--- src/rtl/rcc_pkg.sv ---
// Package with register map, field layout and reset values for reset cause and clock config.
package rcc_pkg;
  // Register offsets (byte addresses).
  localparam logic [11:0] ADDR_RESET_CAUSE = 12'h05C;
  localparam logic [11:0] ADDR_RUN_CLOCK_CONFIG = 12'h060;
  // Reset cause flag positions.
  localparam int CAUSE_EXT = 0;
  localparam int CAUSE_COUNT = 4;
  // Run clock config field positions.
  localparam int POS_AUTO_GATE = 27;
  localparam int POS_DIV_HI = 26;
  localparam int POS_DIV_LO = 23;
  localparam int POS_USE_DIV = 22;
  localparam int POS_BYPASS = 11;
  // Reset values of the writable fields, and the PLL divisor minimum.
  localparam logic [3:0] DIV_RESET = 4'hF;
  localparam logic [3:0] DIV_MIN_PLL = 4'h3;
  localparam logic BYPASS_RESET = 1'b1;
  localparam logic USE_DIV_RESET = 1'b0;
  localparam logic AUTO_GATE_RESET = 1'b0;
  // PLL output frequency in MHz, divided down for the system clock.
  localparam int PLL_MHZ = 200;
  // Power modes of the controller.
  typedef enum logic [1:0] {
    RCC_RUN,
    RCC_SLEEP,
    RCC_DEEP
  } rcc_mode_e;
  // Gate register bank selection codes.
  localparam logic [1:0] BANK_RUN = 2'h0;
  localparam logic [1:0] BANK_SLEEP = 2'h1;
  localparam logic [1:0] BANK_DEEP = 2'h2;
endpackage

--- src/rtl/rcc_ctrl.sv ---
// Reset cause recorder and run-mode system clock configuration logic.
// Behaviour
// - External reset sets its flag, clears others.
// - Other reset causes accumulate as sticky flags.
// - Auto gate picks sleep/deep banks in sleep.
// - Run mode always uses run gate bank.
// - Divisor field 26:23 resets to F.
// - PLL divisor below minimum is replaced.
// - Clamp applies only while PLL is used.
// - Divider use bit, forced on with PLL.
// - Bypass selects oscillator, else divided PLL.
`timescale 1ns/1ns
`default_nettype none
module rcc_ctrl #(
  parameter int CAUSES = rcc_pkg::CAUSE_COUNT
) (
  input wire logic i_clk_sys,
  input wire logic i_reset_n,
  // Reset cause pulses, one cycle, from the reset controller.
  input wire logic [CAUSES-1:0] i_cause,
  // Current power mode from the power manager.
  input wire logic [1:0] i_mode,
  input wire logic [11:0] i_addr,
  input wire logic [31:0] i_wdata,
  input wire logic i_wr,
  input wire logic i_rd,
  output logic [31:0] o_rdata,
  // Gate bank in use: 0 run, 1 sleep, 2 deep sleep.
  output logic [1:0] o_gate_bank,
  // Effective divisor applied to the selected source.
  output logic [3:0] o_eff_div,
  // High when the system clock comes from the divider output.
  output logic o_use_div_eff,
  // High when the system clock source is the oscillator.
  output logic o_osc_src
);
  // Sticky reset cause flags, bit 0 for the external reset input.
  // Software clears them by writing ones; a new cause beats the clear.
  logic [CAUSES-1:0] cause;
  // Writable configuration fields.
  logic auto_gate_select;
  logic [3:0] system_divisor;
  logic use_divider;
  logic bypass;
  // Combinational derived values, registered before they leave the block.
  // Registering them keeps every output glitch free for the clock tree.
  logic [3:0] next_eff_div;
  logic next_use_div;
  logic [1:0] next_bank;
  logic [31:0] next_rdata;
  logic [31:0] cfg_word;

  // Cause recording: external wins and clears, others accumulate.
  always_ff @(posedge i_clk_sys or negedge i_reset_n) begin
    if (!i_reset_n) begin
      cause <= '0;
    end else if (i_cause[rcc_pkg::CAUSE_EXT]) begin
      // Only the external flag survives an external reset.
      cause <= CAUSES'(1) << rcc_pkg::CAUSE_EXT;
    end else begin
      // Software writes ones to clear; a new cause beats the clear.
      if (i_wr && i_addr == rcc_pkg::ADDR_RESET_CAUSE) begin
        cause <= (cause & ~i_wdata[CAUSES-1:0]) | i_cause;
      end else begin
        cause <= cause | i_cause;
      end
    end
  end

  // Configuration register writes.
  always_ff @(posedge i_clk_sys or negedge i_reset_n) begin
    if (!i_reset_n) begin
      auto_gate_select <= rcc_pkg::AUTO_GATE_RESET;
      system_divisor <= rcc_pkg::DIV_RESET;
      use_divider <= rcc_pkg::USE_DIV_RESET;
      bypass <= rcc_pkg::BYPASS_RESET;
    end else if (i_wr && i_addr == rcc_pkg::ADDR_RUN_CLOCK_CONFIG) begin
      auto_gate_select <= i_wdata[rcc_pkg::POS_AUTO_GATE];
      system_divisor <= i_wdata[rcc_pkg::POS_DIV_HI:rcc_pkg::POS_DIV_LO];
      use_divider <= i_wdata[rcc_pkg::POS_USE_DIV];
      bypass <= i_wdata[rcc_pkg::POS_BYPASS];
    end
  end

  // Clamp, divider forcing and gate bank choice.
  always_comb begin
    // PLL in use means bypass clear.
    if (!bypass && system_divisor < rcc_pkg::DIV_MIN_PLL) begin
      next_eff_div = rcc_pkg::DIV_MIN_PLL;
    end else begin
      next_eff_div = system_divisor;
    end
    next_use_div = use_divider | ~bypass;
    if (i_mode == rcc_pkg::RCC_RUN || !auto_gate_select) begin
      next_bank = rcc_pkg::BANK_RUN;
    end else if (i_mode == rcc_pkg::RCC_DEEP) begin
      next_bank = rcc_pkg::BANK_DEEP;
    end else begin
      next_bank = rcc_pkg::BANK_SLEEP;
    end
  end

  // Readback image of the configuration register.
  always_comb begin
    // Unimplemented and reserved bits read as zero.
    cfg_word = '0;
    cfg_word[rcc_pkg::POS_AUTO_GATE] = auto_gate_select;
    cfg_word[rcc_pkg::POS_DIV_HI:rcc_pkg::POS_DIV_LO] = system_divisor;
    cfg_word[rcc_pkg::POS_USE_DIV] = use_divider;
    cfg_word[rcc_pkg::POS_BYPASS] = bypass;
    // Read data is zero unless a read hits a mapped register.
    next_rdata = '0;
    if (i_rd && i_addr == rcc_pkg::ADDR_RESET_CAUSE) begin
      next_rdata[CAUSES-1:0] = cause;
    end else if (i_rd && i_addr == rcc_pkg::ADDR_RUN_CLOCK_CONFIG) begin
      next_rdata = cfg_word;
    end
  end

  // Registered outputs.
  always_ff @(posedge i_clk_sys or negedge i_reset_n) begin
    if (!i_reset_n) begin
      o_rdata <= '0;
      o_gate_bank <= rcc_pkg::BANK_RUN;
      o_eff_div <= rcc_pkg::DIV_RESET;
      o_use_div_eff <= 1'b0;
      o_osc_src <= 1'b1;
    end else begin
      o_rdata <= next_rdata;
      o_gate_bank <= next_bank;
      o_eff_div <= next_eff_div;
      o_use_div_eff <= next_use_div;
      o_osc_src <= bypass;
    end
  end
endmodule
`default_nettype wire

--- config.mk ---
export PLATFORM = sky130hd
export DESIGN_NAME = rcc_ctrl
export DESIGN_NICKNAME = d
export VERILOG_FILES = /design/src/rtl/rcc_pkg.sv /design/src/rtl/rcc_ctrl.sv
export SDC_FILE = /design/constraint.sdc
export NUM_CORES = 1
export LEC_CHECK = 0
export ABC_AREA = 1
export BUFFER_PORTS_ARGS = -buffer_cell sky130_fd_sc_hd__buf_2
export CORE_MARGIN = 5
export CORE_UTILIZATION = 35
export CTS_CLUSTER_DIAMETER = 40
export DETAILED_ROUTE_END_ITERATION = 8
export GPL_TIMING_DRIVEN = 0
export PLACE_DENSITY_LB_ADDON = 0.25
export SYNTH_ARGS = -nofsm -noshare
export SYNTH_HDL_FRONTEND = slang
export SYNTH_SLANG_ARGS = --single-unit
--- constraint.sdc ---
create_clock -name i_clk_sys -period 2 [get_ports i_clk_sys]
set_clock_uncertainty 0.05 [all_clocks]
set_input_delay 0.1 -clock i_clk_sys [delete_from_list [all_inputs] [get_ports i_clk_sys]]
set_output_delay 0.1 -clock i_clk_sys [all_outputs]
set_load 0.02 [all_outputs]
==> flow_metrics.tcl, run 1 <==
set metrics [dict create \
    outcome "finished, final reports clean" \
    fillers 395 \
    rows 23 \
    cpMaxStageDelayCell "dfstp_2" \
    overflow 0 \
    synthTopCellsByCount "inv_1, buf_4, dfrtp_1" \
    total_power_mw 1.39 \
    startpoint_type "flop" \
    yosys-top-cells-area "dfrtp_1, dfstp_2, buf_4" \
    fin_nets 279 \
    worstSetupPathType "flop to primary output" \
    fin_crit_sh_pct 54.6 \
    ys.flop_type "dfrtp_1" \
    core_um2 3910 \
    layout_setup_ws_ps 908 \
    placed_cells_incl_taps 262 \
    cts_setup_buffers 0 \
    cp_max_fo 1 \
    cts_buffer_depth 2 \
    start_util_pct 35.5 \
    setup-tns-final_ps 0 \
    crit_chain "buf_2" \
    critPathTopFamily "flip-flops" \
    htreeDepth 2 \
    p_leak_nw 1.07 \
    cts_inserted_buffers 5 \
    grt_max_degree 31 \
    io_buffers 51 \
    die_x_um 73.0 \
    power.share.clock_pct 44.5 \
    postLayoutCoreUtil_pct 50.1 \
    cts_tree "built" \
    async_flop_share_pct 100 \
    maxCapViolations 0 \
    combPwrFrac_pct 10.9 \
    area_delta_synth_final_pct 41.0 \
    hp-class "primary input to flop" \
    p_per_area_nw_per_um2 707 \
    setup_viol 0 \
    post-synth-top-area-cell "dfrtp_1" \
    crit_buf_inv 1 \
    p_sw_share_pct 21.6 \
    design.portCount 94 \
    insertion_delay_ps 270 \
    antenna_found_initial 0 \
    netlist-cell-type-count 22 \
    seqPwrFrac_pct 44.6 \
    dpl_cell_area_um2 1780 \
    grt_pass1_wl_um 5160 \
    synth_seq_area_share_pct 54.9 \
    drt_iter0_markers 42 \
    grt_pass1_vias 1196 \
    dr.pass1.iters 4 \
    slew_headroom_pct 57.4 \
    finalNonFillerCells 276 \
    min_from "i_wdata[11]" \
    worstSetupStartpoint "o_eff_div[0]" \
    drt-wirelength-per-cell_um 10.2 \
    min_period_ps 1090 \
    hpwlAfterDp_um 2180 \
    fin_area_um2 1960 \
    worstPathRequired_ps 1850 \
    avgSynthCellArea_um2 9.86 \
    hold_violations 0 \
    cp_slowest_stage_delay_ps 510 \
    max_slew.worst_pin.slew_ps 638 \
    synthDominantCellAreaShare_pct 36.0 \
    track_usage_pct 12.6 \
    rsz0062_at_grt "false" \
    dieArea_um2 5330 \
    p_sw_mw 0.299 \
    diodes 0 \
    cts.sinks 30 \
    clock.fmax_ghz 0.915 \
    dpl_worst_slack_ps 815 \
    drc 0 \
    synth_cells 141 \
    whs_ps 1.02 \
    synth.most_common_cell "inv_1" \
    synth_edf_count 0 \
    viasPerCell 3.88 \
    synth_warnings 0 \
    drive_gt1_share_pct 46.5 \
    fp.dieH_um 73.0 \
    rr_startpoint "system_divisor[0]" \
    p_int_mw 1.09 \
    clockRootBuffer "clkbuf_8" \
    netlist_area_um2 1390 \
    clk_pin_slew_ps 60 \
    slew_viol_final 0 \
    vias 1071 \
    crit_arrival_ps 940 \
    gp_congestion 0.708 \
    ys_ff_latch 30 \
    drt-total-wl_um 2820 \
    peakVddDrop_mv 0.262 \
    ant_nets 0 \
    critPathCaptureType "primary output" \
]
## final timing paths
kind / endpoint / slack (ps) / cells after the start
setup / recovery: o_eff_div[0] / 910 / 1
hold / removal: bypass / 1 / 3
setup reg to reg: o_eff_div[1] / 990 / 3
min in group asynchronous: o_rdata[23] / 320 / 2
hold reg to reg: o_osc_src / 340 / 0
max in group asynchronous: cause[2] / 1150 / 2
## sequential cells by signal, indices dropped and copies added, names as in the netlist, 2 cells and up
| name | count |
|---|---|
| o_gate_bank | 2 |
| cause | 4 |
| system_divisor | 4 |
| o_eff_div | 4 |
| o_rdata | 11 |
## layer usage
metal  up-vias  global-route usage [%]  routed length, um
met5         -                       0                  0
met4         0                    6.15                 67
met3         5                    4.68                255
met2        56                    20.5               1360
met1       455                    14.5               1140
li1        555                       -                  -
## layout by cell type, fill, tap and decap left out, drive strengths merged
| cell | instances |
|---|---|
| buf | 74 |
| inv | 25 |
| conb | 21 |
| dfrtp | 20 |
| nand2 | 20 |
| nor2 | 12 |
| dfstp | 10 |
| clkbuf | 9 |
| nor3 | 8 |
| o21ai | 8 |
| dlygate4sd3 | 6 |
| nand4 | 3 |
| a21oi | 3 |
| nand3 | 3 |
| o2111ai | 1 |
| and2 | 1 |
| nor4 | 1 |
| bufinv | 1 |
## logic make-up (layout without fill, tap and decap cells)
| group | after synthesis | in the layout | synth area share (%) |
|---|---|---|---|
| other | 1 | 21 | 0.270 |
| flip-flops | 30 | 30 | 54.9 |
| AND/OR/NAND/NOR | 48 | 48 | 18.1 |
| buffers and inverters | 50 | 115 | 20.3 |
| AO/OA/AOI/OAI | 12 | 12 | 6.48 |
## power groups by stage
stage,Sequential [mW],Combinational (mW),Clock [mW]
after floorplan,0.628,0.0866,0
after global placement,0.628,0.140,0
after detailed placement,0.628,0.141,0
after CTS,0.617,0.150,0.635
after global routing,0.618,0.170,0.670
final,0.618,0.151,0.617
## what timing repair did
action | 4_1_cts | 5_1_grt
hold endpoints to repair | 27 | 0
endpoints found under the setup margin | 0 | 0
hold buffers | 6 | 0
gates resized for setup | 0 | 0
## worst register-to-register path, cell delays in order (launching register included)
cell and delay (ps):
dfstp_2 520, inv_1 50, o2111ai_1 220, nand2_1 90
## layout make-up
type / instances / area, um2 / share of cell area (%)
Clock buffer: 7 / 86.3 / 4.41
Buffer: 25 / 188 / 9.58
Multi-Input combinational cell: 81 / 420 / 21.5
Inverter: 25 / 93.8 / 4.79
Timing Repair Buffer: 57 / 315 / 16.1
Sequential cell: 30 / 763 / 39.0
Clock inverter: 1 / 30.0 / 1.53
Tap cell: 50 / 62.6 / 3.19
(Power assumes the default switching activity.)
==> run 2, diff against run 1 <==
==> constraint.sdc (replaced) <==
create_clock -name i_clk_sys -period 1 [get_ports i_clk_sys]
set_clock_uncertainty 0.05 [all_clocks]
set_input_delay 0.05 -clock i_clk_sys [delete_from_list [all_inputs] [get_ports i_clk_sys]]
set_output_delay 0.05 -clock i_clk_sys [all_outputs]
set_load 0.02 [all_outputs]
==> flow_metrics.tcl, run 2 (same netlist as run 1, synthesis figures left out) <==
set metrics [dict create \
    worstSetupPathType "flop to primary output" \
    grt_pass1_wl_um 5500 \
    start_util_pct 35.5 \
    grt_max_degree 31 \
    cp_slowest_stage_delay_ps 530 \
    diodes 0 \
    postLayoutCoreUtil_pct 53.6 \
    setup_viol 5 \
    clk_pin_slew_ps 60 \
    die_x_um 73.0 \
    drt-wirelength-per-cell_um 10.7 \
    cts_inserted_buffers 5 \
    rr_startpoint "system_divisor[1]" \
    rrSetupSlack_ps 20 \
    final_cell_mix "buf_2, inv_1, buf_4, conb_1, dfrtp_1" \
    hp-class "primary input to flop" \
    fp.dieH_um 73.0 \
    mostFrequentLayoutCell "buf_2" \
    htreeDepth 2 \
    peakVddDrop_mv 0.527 \
    startpoint_type "flop" \
    insertion_delay_ps 280 \
    cts_buffer_depth 2 \
    max_slew.worst_pin.slew_ps 661 \
    cts_setup_buffers 0 \
    worstSetupStartpoint "o_eff_div[1]" \
    drt_iter0_markers 50 \
    largest_reg_flops 11 \
    cts.sinks 30 \
    track_usage_pct 13.5 \
    wl_met2_um 1480 \
    dr.pass1.iters 4 \
    hold_depth 4 \
    top_layer "met4" \
    dr_wl_met3_um 220 \
    gp_congestion 0.708 \
    slew_viol_final 0 \
    drc 0 \
    viasPerCell 3.88 \
    drt-total-wl_um 3050 \
    rows 23 \
    clockRootBuffer "clkbuf_8" \
    fillers 377 \
    slew_headroom_pct 55.9 \
    hpwlAfterDp_um 2180 \
    rr_worst_depth 3 \
    io_buffers 51 \
    crit_arrival_ps 920 \
    violations "negative setup slack" \
    crit_buf_inv 1 \
    critPathTopFamily "flip-flops" \
    dieArea_um2 5330 \
    crit_cells 1 \
    min_from "i_wdata[0]" \
    worstPathRequired_ps 900 \
    p_leak_nw 1.12 \
    cts_tree "built" \
    layout_setup_ws_ps -16.9 \
    design.portCount 94 \
    hold_violations 0 \
    placed_cells_incl_taps 262 \
    min_period_ps 1020 \
    maxCapViolations 0 \
    outcome "finished, violations left" \
    rsz0062_at_grt "true" \
    ant_nets 0 \
    fin_nets 288 \
    grt_pass1_vias 1267 \
    fin_crit_sh_pct 102 \
    area_delta_synth_final_pct 50.9 \
    wl_met1_um 1240 \
    core_um2 3910 \
    finalNonFillerCells 285 \
    cpMaxStageDelayCell "dfstp_2" \
    critPathCaptureType "primary output" \
    overflow 0 \
    cp_max_fo 1 \
    r2r-end "o_eff_div[1]" \
    crit_chain "buf_6" \
    clock.fmax_ghz 0.983 \
    antenna_found_initial 0 \
    largest_register "o_rdata" \
    vias 1106 \
    hold_end "cause[0]" \
    drive_gt1_share_pct 46.4 \
    p_per_area_nw_per_um2 1340 \
]
==> run 2: changes by cell type in the layout (fill, tap and decap cells not counted), sizes merged <==
cell / previous run / this run
dlygate4sd3: 6 / 15
==> run 2: how the worst max path moves through the flow <==
stage / endpoint / slack [ps]
6_report: o_eff_div[1] / -20
5_1_grt: o_eff_div[1] / -50
4_1_cts: o_eff_div[0] / -20
3_5_place_dp: system_divisor[2] / -130
3_3_place_gp: o_rdata[25] / -150
2_1_floorplan: o_eff_div[0] / 40
==> run 2: per-stage QoR <==
stage / TNS [ps] / power [mW] / cell area [um2] / hold slack (ps) / setup WS [ps]
after global placement: -2200 / 1.53 / 1780 / 61.0 / -151
after floorplan: 0 / 1.43 / 1470 / -296 / 38.8
after CTS: -84.4 / 2.84 / 2090 / 13.7 / -20.7
after detailed placement: -2110 / 1.54 / 1780 / 58.3 / -135
final: -53.5 / 2.81 / 2100 / 16.2 / -16.9
after global routing: -259 / 2.95 / 2100 / 46.8 / -46.1
==> run 2: timing repair <==
action,in CTS,in global routing
resized for setup,11,3
hold buffers,15,0
hold endpoints to repair,37,0
setup endpoints to repair,7,9
pin swaps,0,2
cloned,0,0
==> run 2: cell type report <==
| type | count | area [um2] | area share, % |
|---|---|---|---|
| Clock buffer | 7 | 86.3 | 4.12 |
| Buffer | 25 | 188 | 8.95 |
| Inverter | 25 | 93.8 | 4.47 |
| Multi-Input combinational cell | 81 | 437 | 20.8 |
| Sequential cell | 30 | 763 | 36.4 |
| Clock inverter | 1 | 30.0 | 1.43 |
| Tap cell | 50 | 62.6 | 2.98 |
| Timing Repair Buffer | 66 | 437 | 20.8 |
==> run 2: routing by layer <==
layer,global-route usage [%],vias up
met2,21.9,59
met4,7.58,0
met3,4.13,9
li1,-,572
met1,15.6,466
met5,0,-
==> run 2: where the power goes <==
group          switching, mW  internal, mW
clock                  0.427         0.811
combinational          0.177         0.158
sequential           0.00665          1.23
total                  0.611          2.20
